File: src/rtl/ppi_pkg.sv
// ppi_pkg: register indices, field positions, reset values and bus carrier
// for the port pin and interrupt combine block.
// assumes a 32-bit apb master and byte addresses of four times each index.
package ppi_pkg;

  // ==========================================================
  // register indices (byte address is four times the index)
  localparam logic [7:0] IDX_PA_DATA = 8'h00;
  localparam logic [7:0] IDX_PB_DATA = 8'h01;
  localparam logic [7:0] IDX_PA_DIR = 8'h04;
  localparam logic [7:0] IDX_PB_DIR = 8'h05;
  localparam logic [7:0] IDX_IRQ_CSR = 8'h0A;
  localparam logic [7:0] IDX_PA_PULL = 8'h10;
  localparam logic [7:0] IDX_PB_PULL = 8'h11;
  localparam int ADDR_W = 8;

  // ==========================================================
  // field positions
  localparam int PB_SLOW_BIT = 7;
  localparam int CSR_IRQ_EN_BIT = 7;
  localparam int CSR_TOP_EN_BIT = 6;
  localparam int CSR_IRQ_FLAG_BIT = 3;
  localparam int CSR_TOP_FLAG_BIT = 2;
  localparam int CSR_IRQ_CLR_BIT = 1;
  localparam int CSR_TOP_CLR_BIT = 0;
  localparam int PA_W = 8;
  localparam int PB_W = 6;

  // ==========================================================
  // reset values
  localparam logic [7:0] PA_RST = 8'h00;
  localparam logic [5:0] PB_RST = 6'h00;
  localparam logic [31:0] RD_ZERO = 32'h0000_0000;

  // ==========================================================
  // apb request carrier
  typedef struct packed {
    logic psel;
    logic penable;
    logic pwrite;
    logic [ADDR_W-1:0] paddr;
    logic [31:0] pwdata;
  } ppi_apb_req_s;

endpackage

File: src/rtl/ppi_port_pins.sv
// ppi_port_pins: port a / port b pin logic, pulls, slow edges, external
// interrupt combine and reset pin roles, with an apb register slave.
// assumes port pin inputs synchronous to I_REF_CLK; irq and reset pins are
// asynchronous and synchronised here. pin wires are resolved outside.
`timescale 1ns/100ps
`default_nettype none

// Function
// reset pin low restores start-up state
// low-voltage reset drives reset pin low
// option: falling edge or edge-and-level irq
// option: keypad lines or-ed, inverted, into irq
// keypad lines share irq sensitivity option
// top port a line: own falling-edge interrupt
// port a lines inputs after reset
// port b lines inputs after reset
// top two a open-drain, lower six push-pull
// a pull-ups always, pull-downs input only
// pulls per-line enabled, present by option
// slow edge on top a lines when outputs
// b one/two open-drain, others push-pull
// b pull-ups always, pull-downs input only
// b line one slow edge when output
// b line two one cycle late when slow
// software writes b one/two equal together
// reduced package hides b lines two-five
// data read: pin if input, latch if output
// irq and reset pins synchronised twice
module ppi_port_pins #(
  parameter bit KEYPAD_EN = 1'b1,
  parameter bit LEVEL_TRIG = 1'b0,
  parameter bit PULL_PRESENT = 1'b1,
  parameter bit REDUCED_PKG = 1'b0
) (
  input wire logic I_REF_CLK,
  input wire logic I_RESETN,
  input wire ppi_pkg::ppi_apb_req_s I_APB,
  output logic [31:0] O_PRDATA,
  output logic O_PREADY,
  output logic O_PSLVERR,
  input wire logic [ppi_pkg::PA_W-1:0] I_PA_IN,
  output logic [ppi_pkg::PA_W-1:0] O_PA_OUT,
  output logic [ppi_pkg::PA_W-1:0] O_PA_OEN_N,
  output logic [ppi_pkg::PA_W-1:0] O_PA_PULL,
  output logic [1:0] O_PA_SLOW,
  input wire logic [ppi_pkg::PB_W-1:0] I_PB_IN,
  output logic [ppi_pkg::PB_W-1:0] O_PB_OUT,
  output logic [ppi_pkg::PB_W-1:0] O_PB_OEN_N,
  output logic [ppi_pkg::PB_W-1:0] O_PB_PULL,
  output logic O_PB_SLOW,
  input wire logic I_IRQ_N,
  output logic O_IRQ_REQ,
  output logic O_TOP_IRQ_REQ,
  input wire logic I_RESET_PIN_N,
  input wire logic I_LOW_VOLTAGE_DETECTOR_RESET,
  output logic O_RESET_PIN_OUT,
  output logic O_RESET_PIN_OEN_N,
  output logic O_CORE_RESET_N
);
  import ppi_pkg::*;

  // ==========================================================
  // reset pin and irq pin synchronisers
  logic rst_s1_ff, rst_s2_ff, irq_s1_ff, irq_s2_ff, soft_rst;
  logic rst_drive_ff;

  // first stages are read only by the second stages
  always_ff @(posedge I_REF_CLK or negedge I_RESETN) begin
    if (!I_RESETN) begin
      rst_s1_ff <= 1'b0;
      rst_s2_ff <= 1'b0;
      irq_s1_ff <= 1'b1;
      irq_s2_ff <= 1'b1;
    end else begin
      rst_s1_ff <= I_RESET_PIN_N;
      rst_s2_ff <= rst_s1_ff;
      irq_s1_ff <= I_IRQ_N;
      irq_s2_ff <= irq_s1_ff;
    end
  end

  // a low reset pin holds every control register at its start value
  assign soft_rst = ~rst_s2_ff;

  // lvd drives the pin low; the pin's own low then resets us through the sync
  always_ff @(posedge I_REF_CLK or negedge I_RESETN) begin
    if (!I_RESETN) begin
      rst_drive_ff <= 1'b0;
    end else begin
      rst_drive_ff <= I_LOW_VOLTAGE_DETECTOR_RESET;
    end
  end

  assign O_RESET_PIN_OUT = 1'b0;
  assign O_RESET_PIN_OEN_N = ~rst_drive_ff;
  assign O_CORE_RESET_N = rst_s2_ff;

  // ==========================================================
  // apb decode
  logic setup, wr_acc;
  logic [ADDR_W-1:0] idx;
  logic [31:0] rd_data, prdata_ff;
  logic mapped, pslverr_ff;
  assign setup = I_APB.psel & ~I_APB.penable;
  assign wr_acc = I_APB.psel & I_APB.penable & I_APB.pwrite & ~pslverr_ff;
  assign idx = {2'b00, I_APB.paddr[ADDR_W-1:2]};
  assign mapped = (I_APB.paddr[1:0] == 2'b00) &&
                  (idx == IDX_PA_DATA || idx == IDX_PB_DATA || idx == IDX_PA_DIR ||
                   idx == IDX_PB_DIR || idx == IDX_IRQ_CSR || idx == IDX_PA_PULL ||
                   idx == IDX_PB_PULL);

  // ==========================================================
  // control registers
  logic [7:0] pa_lat_ff, pa_dir_ff, pa_pull_ff;
  logic [5:0] pb_lat_ff, pb_dir_ff, pb_pull_ff;
  logic slow_ff, irq_en_ff, top_en_ff, irq_flag_ff, top_flag_ff;

  // data latches
  always_ff @(posedge I_REF_CLK or negedge I_RESETN) begin
    if (!I_RESETN) begin
      pa_lat_ff <= PA_RST;
      pb_lat_ff <= PB_RST;
    end else if (soft_rst) begin
      pa_lat_ff <= PA_RST;
      pb_lat_ff <= PB_RST;
    end else if (wr_acc && idx == IDX_PA_DATA) begin
      pa_lat_ff <= I_APB.pwdata[7:0];
    end else if (wr_acc && idx == IDX_PB_DATA) begin
      pb_lat_ff <= I_APB.pwdata[5:0]; // equal bits 1/2 are software's duty, see
    end
  end

  // direction and slow-edge enable; all lines inputs after any reset
  always_ff @(posedge I_REF_CLK or negedge I_RESETN) begin
    if (!I_RESETN) begin
      pa_dir_ff <= PA_RST;
      pb_dir_ff <= PB_RST;
      slow_ff <= 1'b0;
    end else if (soft_rst) begin
      pa_dir_ff <= PA_RST;
      pb_dir_ff <= PB_RST;
      slow_ff <= 1'b0;
    end else if (wr_acc && idx == IDX_PA_DIR) begin
      pa_dir_ff <= I_APB.pwdata[7:0];
    end else if (wr_acc && idx == IDX_PB_DIR) begin
      pb_dir_ff <= I_APB.pwdata[5:0];
      slow_ff <= I_APB.pwdata[PB_SLOW_BIT];
    end
  end

  // per-line pull enables
  always_ff @(posedge I_REF_CLK or negedge I_RESETN) begin
    if (!I_RESETN) begin
      pa_pull_ff <= PA_RST;
      pb_pull_ff <= PB_RST;
    end else if (soft_rst) begin
      pa_pull_ff <= PA_RST;
      pb_pull_ff <= PB_RST;
    end else if (wr_acc && idx == IDX_PA_PULL) begin
      pa_pull_ff <= I_APB.pwdata[7:0];
    end else if (wr_acc && idx == IDX_PB_PULL) begin
      pb_pull_ff <= I_APB.pwdata[5:0];
    end
  end

  // ==========================================================
  // interrupt sensing
  logic irq_act, act_prev_ff, top_prev_ff, irq_set, top_set;
  logic csr_wr, irq_clr, top_clr;
  // keypad lines act inverted: a high line looks like a low irq pin
  assign irq_act = ~irq_s2_ff | (KEYPAD_EN & (|I_PA_IN[3:0]));
  // one sensitivity choice covers pin and keypad lines alike
  assign irq_set = LEVEL_TRIG ? irq_act : (irq_act & ~act_prev_ff);
  assign top_set = ~I_PA_IN[7] & top_prev_ff;
  assign csr_wr = wr_acc && idx == IDX_IRQ_CSR;
  assign irq_clr = csr_wr & I_APB.pwdata[CSR_IRQ_CLR_BIT];
  assign top_clr = csr_wr & I_APB.pwdata[CSR_TOP_CLR_BIT];

  // previous-level history for edge detection
  always_ff @(posedge I_REF_CLK or negedge I_RESETN) begin
    if (!I_RESETN) begin
      act_prev_ff <= 1'b0;
      top_prev_ff <= 1'b0;
    end else begin
      act_prev_ff <= irq_act;
      top_prev_ff <= I_PA_IN[7];
    end
  end

  // enables and sticky flags; a set in the clear cycle wins
  always_ff @(posedge I_REF_CLK or negedge I_RESETN) begin
    if (!I_RESETN) begin
      irq_en_ff <= 1'b0;
      top_en_ff <= 1'b0;
      irq_flag_ff <= 1'b0;
      top_flag_ff <= 1'b0;
    end else if (soft_rst) begin
      irq_en_ff <= 1'b0;
      top_en_ff <= 1'b0;
      irq_flag_ff <= 1'b0;
      top_flag_ff <= 1'b0;
    end else begin
      if (csr_wr) begin
        irq_en_ff <= I_APB.pwdata[CSR_IRQ_EN_BIT];
        top_en_ff <= I_APB.pwdata[CSR_TOP_EN_BIT];
      end
      irq_flag_ff <= irq_set | (irq_flag_ff & ~irq_clr);
      top_flag_ff <= top_set | (top_flag_ff & ~top_clr);
    end
  end

  assign O_IRQ_REQ = irq_flag_ff & irq_en_ff;
  assign O_TOP_IRQ_REQ = top_flag_ff & top_en_ff;

  // ==========================================================
  // pin drive: open-drain lines only pull low, others push-pull
  logic [7:0] pa_od_mask;
  logic [5:0] pb_od_mask, pb_hide_mask, pb_lat_eff;
  logic pb2_dly_ff;
  assign pa_od_mask = 8'hC0;
  assign pb_od_mask = 6'h06;
  // reduced package leaves lines two to five unbonded
  assign pb_hide_mask = REDUCED_PKG ? 6'h3C : 6'h00;

  // slow edges retime line two by one cycle so two sinks stagger on the pin
  always_ff @(posedge I_REF_CLK or negedge I_RESETN) begin
    if (!I_RESETN) begin
      pb2_dly_ff <= 1'b0;
    end else begin
      pb2_dly_ff <= pb_lat_ff[2];
    end
  end
  assign pb_lat_eff = {pb_lat_ff[5:3], slow_ff ? pb2_dly_ff : pb_lat_ff[2],
                       pb_lat_ff[1:0]};

  // registered pin outputs
  always_ff @(posedge I_REF_CLK or negedge I_RESETN) begin
    if (!I_RESETN) begin
      O_PA_OUT <= PA_RST;
      O_PA_OEN_N <= 8'hFF;
      O_PB_OUT <= PB_RST;
      O_PB_OEN_N <= 6'h3F;
      O_PA_SLOW <= 2'b00;
      O_PB_SLOW <= 1'b0;
    end else begin
      O_PA_OUT <= pa_lat_ff & ~pa_od_mask;
      O_PA_OEN_N <= ~(pa_dir_ff & (pa_od_mask & ~pa_lat_ff | ~pa_od_mask));
      O_PB_OUT <= pb_lat_eff & ~pb_od_mask & ~pb_hide_mask;
      O_PB_OEN_N <= ~(pb_dir_ff & ~pb_hide_mask &
                      (pb_od_mask & ~pb_lat_eff | ~pb_od_mask));
      O_PA_SLOW <= {2{slow_ff}} & pa_dir_ff[7:6];
      O_PB_SLOW <= slow_ff & pb_dir_ff[1];
    end
  end

  // pulls: pull-ups hold in both directions, pull-downs only on inputs
  assign O_PA_PULL = PULL_PRESENT ?
    (pa_pull_ff & (pa_od_mask | ~pa_dir_ff)) : 8'h00;
  assign O_PB_PULL = PULL_PRESENT ?
    (pb_pull_ff & ~pb_hide_mask & (pb_od_mask | ~pb_dir_ff)) : 6'h00;

  // ==========================================================
  // read mux; on the reduced package line two reads the shared pin
  logic [5:0] pb_pin;
  assign pb_pin = REDUCED_PKG ? {3'b000, I_PB_IN[1], I_PB_IN[1:0]} : I_PB_IN;

  always_comb begin
    rd_data = RD_ZERO;
    unique case (idx)
      IDX_PA_DATA: rd_data[7:0] = (pa_dir_ff & pa_lat_ff) | (~pa_dir_ff & I_PA_IN);
      IDX_PB_DATA: rd_data[5:0] = (pb_dir_ff & pb_lat_ff) | (~pb_dir_ff & pb_pin);
      IDX_PA_DIR: rd_data[7:0] = pa_dir_ff;
      IDX_PB_DIR: rd_data[7:0] = {slow_ff, 1'b0, pb_dir_ff};
      IDX_IRQ_CSR: rd_data[7:0] = {irq_en_ff, top_en_ff, 2'b00, irq_flag_ff, top_flag_ff, 2'b00};
      IDX_PA_PULL: rd_data[7:0] = pa_pull_ff;
      IDX_PB_PULL: rd_data[5:0] = pb_pull_ff;
      default: rd_data = RD_ZERO;
    endcase
  end

  // read data and error are caught in the setup cycle: one wait-free access
  always_ff @(posedge I_REF_CLK or negedge I_RESETN) begin
    if (!I_RESETN) begin
      prdata_ff <= RD_ZERO;
      pslverr_ff <= 1'b0;
    end else if (setup) begin
      prdata_ff <= mapped ? rd_data : RD_ZERO;
      pslverr_ff <= ~mapped;
    end
  end

  assign O_PRDATA = prdata_ff;
  assign O_PREADY = I_APB.psel & I_APB.penable;
  assign O_PSLVERR = O_PREADY & pslverr_ff;
endmodule // ppi_port_pins

`default_nettype wire

File: config.mk
export PLATFORM = sky130hd
export DESIGN_NAME = ppi_port_pins
export DESIGN_NICKNAME = d
export VERILOG_FILES = /design/src/rtl/ppi_pkg.sv /design/src/rtl/ppi_port_pins.sv
export SDC_FILE = /design/constraint.sdc
export NUM_CORES = 1
export LEC_CHECK = 0
export BUFFER_PORTS_ARGS = -buffer_cell sky130_fd_sc_hd__buf_2
export CORE_ASPECT_RATIO = 1.25
export CORE_MARGIN = 2
export CORE_UTILIZATION = 25
export DETAILED_ROUTE_END_ITERATION = 7
export GPL_ROUTABILITY_DRIVEN = 1
export SLEW_MARGIN = 20
export SYNTH_ARGS = -nofsm -noshare
export SYNTH_HDL_FRONTEND = slang
export SYNTH_SLANG_ARGS = --single-unit
File: constraint.sdc
create_clock -name I_REF_CLK -period 4.7 [get_ports I_REF_CLK]
set_input_delay 0.705 -clock I_REF_CLK [delete_from_list [all_inputs] [get_ports I_REF_CLK]]
set_output_delay 0.705 -clock I_REF_CLK [all_outputs]
set_load 0.01 [all_outputs]
### Yosys cells after proc, flatten, opt, wreduce, memory -nomap -nowiden

Index checks and enable logic that the tools add are counted.

| word-level totals | value |
|---|---|
| output and inout port bits | 84 |
| register bits after elaboration | 115 |
| word-level logic and storage cells | 134 |
| bits of input ports | 62 |

| operators by class | value |
|---|---|
| bitwise operators | 43 |
| equality and inequality tests | 16 |
| reductions and logical operators | 20 |
| mux-type cells | 28 |

Operator list:

| kind | count |
|---|---|
| $mux 8 | 7 |
| $mux 6 | 9 |
| $pmux 6 s7 | 1 |
| $and 8x8->8 | 4 |
| $and 6x6->6 | 4 |
| $not 8->8 | 3 |
| $and 1x1->1 | 14 |
| $ne 2x1->1 const B | 7 |
| $eq 6x3->1 const B | 2 |
| $eq 6x5->1 const B | 2 |
| $not 6->6 | 2 |
| $mux 1 | 10 |
| $pmux 2 s5 | 1 |
| $not 1->1 | 9 |
| $logic_and 1x1->1 | 8 |
| $logic_not 8->1 | 1 |
| $or 8x8->8 | 1 |
| $eq 6x1->1 const B | 1 |
| $eq 6x4->1 const B | 1 |
| $logic_or 1x1->1 | 6 |
| $ne 2x2->1 const B | 3 |
| $or 6x6->6 | 1 |
| $reduce_and 2->1 | 3 |
| $reduce_or 4->1 | 1 |
| other kinds (4) | 6 |

### Logic depth before layout (Yosys ltp)

| depth | value |
|---|---|
| depth after elaboration | 9 |
| depth in mapped cells | 7 |

### Worst setup path before layout

OpenSTA, ideal clock, no wires.

| timing | value |
|---|---|
| kind | input to register |
| from | in I_APB[35] (netlist bit) |
| to | reg pb_lat_ff[0] |
| setup slack | 2.441 ns |
| arrival time | 2.139 ns |
| setup time | 0.120 ns |
| stages on the path | 7 |
| required time | 4.580 ns |
| cell sequence | buf_6 or4b_4 buf_6 or3_1 buf_2 mux2i_1 nor2b_1 |

| between the ends | value |
|---|---|
| cells in the longest elaborated chain, start to end | 4 |

Ends and longest elaborated chain:

| what | line | source |
|---|---|---|
| start: declaration | ppi_port_pins.sv:37 | `input wire ppi_pkg::ppi_apb_req_s I_APB,` |
| $eq 6x1->1 or $logic_not 8->1 (tied branches) | ppi_port_pins.sv:128, ppi_port_pins.sv:126 |  |
| $logic_and 1x1->1, on equally long branches | ppi_port_pins.sv:128, ppi_port_pins.sv:126 |  |
| $ne 2x1->1 (no line) or $ne 2x2->1 (tied branches) | n/a |  |
| $reduce_and 2->1 (no line) * | n/a |  |
| end signal: assignment | ppi_port_pins.sv:129 | `pb_lat_ff <= I_APB.pwdata[5:0];` |
| end: declaration | ppi_port_pins.sv:115 | `logic [5:0] pb_lat_ff, pb_dir_ff, pb_pull_ff;` |

Every way passes the cells marked *; elsewhere a longest branch is shown, timed or not.
A chain may end at the register's enable or synchronous reset.

### Worst setup path after layout

| timing | value |
|---|---|
| from | in I_APB[38] (netlist bit) |
| to | reg pa_lat_ff[0] |

| between the ends | value |
|---|---|
| cells in the longest elaborated chain, start to end | 3 |

Ends and longest elaborated chain:

| what | line | source |
|---|---|---|
| $logic_not 8->1 | ppi_port_pins.sv:126 | `end else if (wr_acc && idx == IDX_PA_DATA) begin` |
| $logic_and 1x1->1 | ppi_port_pins.sv:126 |  |
| $ne 2x1->1 (no line) | n/a |  |
| end signal: assignment | ppi_port_pins.sv:127 | `pa_lat_ff <= I_APB.pwdata[7:0];` |
| end: declaration | ppi_port_pins.sv:114 | `logic [7:0] pa_lat_ff, pa_dir_ff, pa_pull_ff;` |

Every way passes these cells.

==> metrics <==
run status completed; endpoint class of the critical path flop; endpoint of the worst-slack reg-to-reg timing path pa_lat_ff[0]$_DFFE_PN0P_; antenna violations before repair 0; H-tree depth reported by CTS 3; Starting Density 0.255; Post-Route Setup TNS 0 ns; Worst setup SP type input port; n_diodes 0; number of buffers inserted for hold repair after clock tree synthesis 0; internal reg-to-reg setup slack 2.48 ns; final antenna-violating net count 0; most common cell after layout, fill and taps aside buf_2; non-filler instance count after layout 708; leakage power 2.45 nW; global-route wire length before repair 19100 µm; number of gates given a new drive strength after cts 0; die span in x 123 µm; count of cell types in the netlist 55; setup repair after global routing missed its margin false; Register-to-Register Path Depth 4; Min-Delay Endpoint O_CORE_RESET_N$_DFF_PN0_; maximum vdd drop 170 µV; core area 17400 µm²; count of standard-cell rows 54; setup clock skew after layout 0.00544 ns; Worst Path Class, Setup input port to flop; final routed wirelength across all metal layers 12400 µm; number of port buffers 92; cell count after placement 692; Die Span Y 153 µm; P&R area growth vs syn 19.0%; Max transition margin 0.360; Worst Max-Slew Pin Slew 0.957 ns; Critical Path Fanout Max 13; via count of the first global-routing pass 3308; sequential cell area fraction in the yosys report 0.517; final slew viol count 0; Worst Hold Slack 0.351 ns; data arrival time of the worst path 2.82 ns; number of instances on the worst hold path 0; total chip power 1.64 mW; number of endpoints failing setup at the final stage 0; number of optimization iterations in the first detailed-route pass 5; hold path start rst_s1_ff$_DFF_PN0_; buffers inserted during post-CTS setup optimization 0; post-synthesis instance area 4440 µm²; worst stage delay on the critical path 0.76 ns; final-stage net count 541; TritonCTS Buffers 9; ys flop type dfrtp_1; TritonCTS sink count 91; detailed-route via count 3251; average footprint of a synthesized cell 11.2 µm²; top achievable clock speed 0.385 GHz; final setup margin 2.10 ns; fin crit share 0.552; cell chain of the critical path buf_2 -> nor2_1 -> nand3_1 -> mux2i_1 -> nor2b_1; Iteration-0 DRC Markers 187; buffer levels on the longest clock path 2; CTS tree yes; total global routing track utilization 0.133; # IOs 146; share of final-layout standard cells stronger than drive strength 1 0.285; slowest cell on the critical path nand3_1; CTS clk-pin slew, worst paths 0.06 ns; synthesized instance count 397; Post-synth EDFFs 0; clock latency reported for the late side of the worst-skew pair 0.34 ns; mean routed wirelength per cell 17.6 µm; fraction of registers with async set or reset after synthesis 1.00; Final Hold Viols 0; GRT Residual Overflow 0; maximum number of pins on one net before global-route repair 51; shortest period the worst path allows 2.60 ns; Worst Setup Slack post-DPL 1.81 ns; reg-to-reg critical path startpoint pslverr_ff$_DFFE_PN0P_; count of warnings emitted by yosys 0; worst setup path startpoint I_APB[38]; Final GP Congestion 0.815; number of maximum-capacitance constraint violations 0; Data required, critical path 4.93 ns; remaining design rule violation count 0; die area 18800 µm²; detailed placer's ending HPWL 9010 µm; Avg Vias per Cell 4.59; total power per unit cell area 311 nW/µm²; commonest non-fill, non-tap cells in the layout buf_2 (91), dfrtp_1 (75), nor2b_1 (52), mux2i_1 (43), conb_1 (29); kind of path behind the tightest hold check flop to flop; clock tree root buffer cell clkbuf_16; synthesis-stage register bit count 91
stage by stage:
step | instance area (µm²) | util
2_1_floorplan | 4540 | -
3_3_place_gp | 4970 | 0.285
3_5_place_dp | 4970 | 0.285
4_1_cts | 5280 | 0.303
5_1_grt | 5280 | 0.303
6_report | 5280 | 0.303
Yosys cell counts, types with 7 or more instances:
master / instances / share of area
buf_4: 33 / 0.056
dfstp_2: 16 / 0.095
inv_1: 12 / 0.010
clkbuf_1: 12 / 0.010
nor2b_1: 52 / 0.073
mux2i_1: 43 / 0.097
dfrtp_1: 75 / 0.42
a21boi_1: 10 / 0.017
o21ai_0: 7 / 0.0079
and2_1: 8 / 0.011
nand3_1: 16 / 0.018
nand2_1: 21 / 0.018
cell families (layout without fill, tap and decap cells):
| logic type | count (synthesis) | count (layout) | synth area share |
|---|---|---|---|
| AOI/OAI and AO/OA | 51 | 51 | 0.0831 |
| DFF | 91 | 91 | 0.517 |
| buffers and inverters | 64 | 123 | 0.0865 |
| other | 1 | 29 | 0.000845 |
| and+or+nand+nor | 139 | 139 | 0.192 |
| muxes | 51 | 51 | 0.120 |
routing by layer:
layer,share of wire,global-route usage
met1,0.41,0.167
met2,0.49,0.217
met3,0.072,0.0299
met4,0.027,0.0584
met5,0,0
where the power goes:
part | leakage, nW | internal [mW] | switching, mW
registers | 1.20 | 0.788 | 0.00201
logic | 1.10 | 0.0310 | 0.0731
clock network | 0.152 | 0.443 | 0.306
worst max-delay path by stage:
stage                          endpoint  cells after the start
5_1_grt        pa_lat_ff[0]$_DFFE_PN0P_                      5
4_1_cts        pa_lat_ff[0]$_DFFE_PN0P_                      5
3_3_place_gp   pa_lat_ff[3]$_DFFE_PN0P_                      5
2_1_floorplan  pb_lat_ff[0]$_DFFE_PN0P_                      7
3_5_place_dp   pa_lat_ff[1]$_DFFE_PN0P_                      5
6_report       pa_lat_ff[0]$_DFFE_PN0P_                      5
critical path: cells and delay by family:
family	cells	cell delay (ns)
buffers and inverters	1	0.18
muxes	1	0.36
and+or+nand+nor	3	1.57
layout make-up:
cell class                      count  area [µm²]
Fill cell                        1798       12100
Clock inverter                      5        60.1
Inverter                           12        45.0
Sequential cell                    91        2300
Clock buffer                       11         253
Timing Repair Buffer               95         485
Tap cell                          224         280
Multi-Input combinational cell    270        1860
registers in the layout, summed over array words and instances, names as in the netlist, 2 cells and up:
name	flops
O_PA_OEN_N	8
O_PRDATA	8
pa_dir_ff	8
pa_lat_ff	8
pa_pull_ff	8
O_PA_OUT	6
O_PB_OEN_N	6
pb_dir_ff	6
pb_lat_ff	6
pb_pull_ff	6
O_PB_OUT	4
O_PA_SLOW	2
No activity file was read; power rests on OpenSTA's default activity.
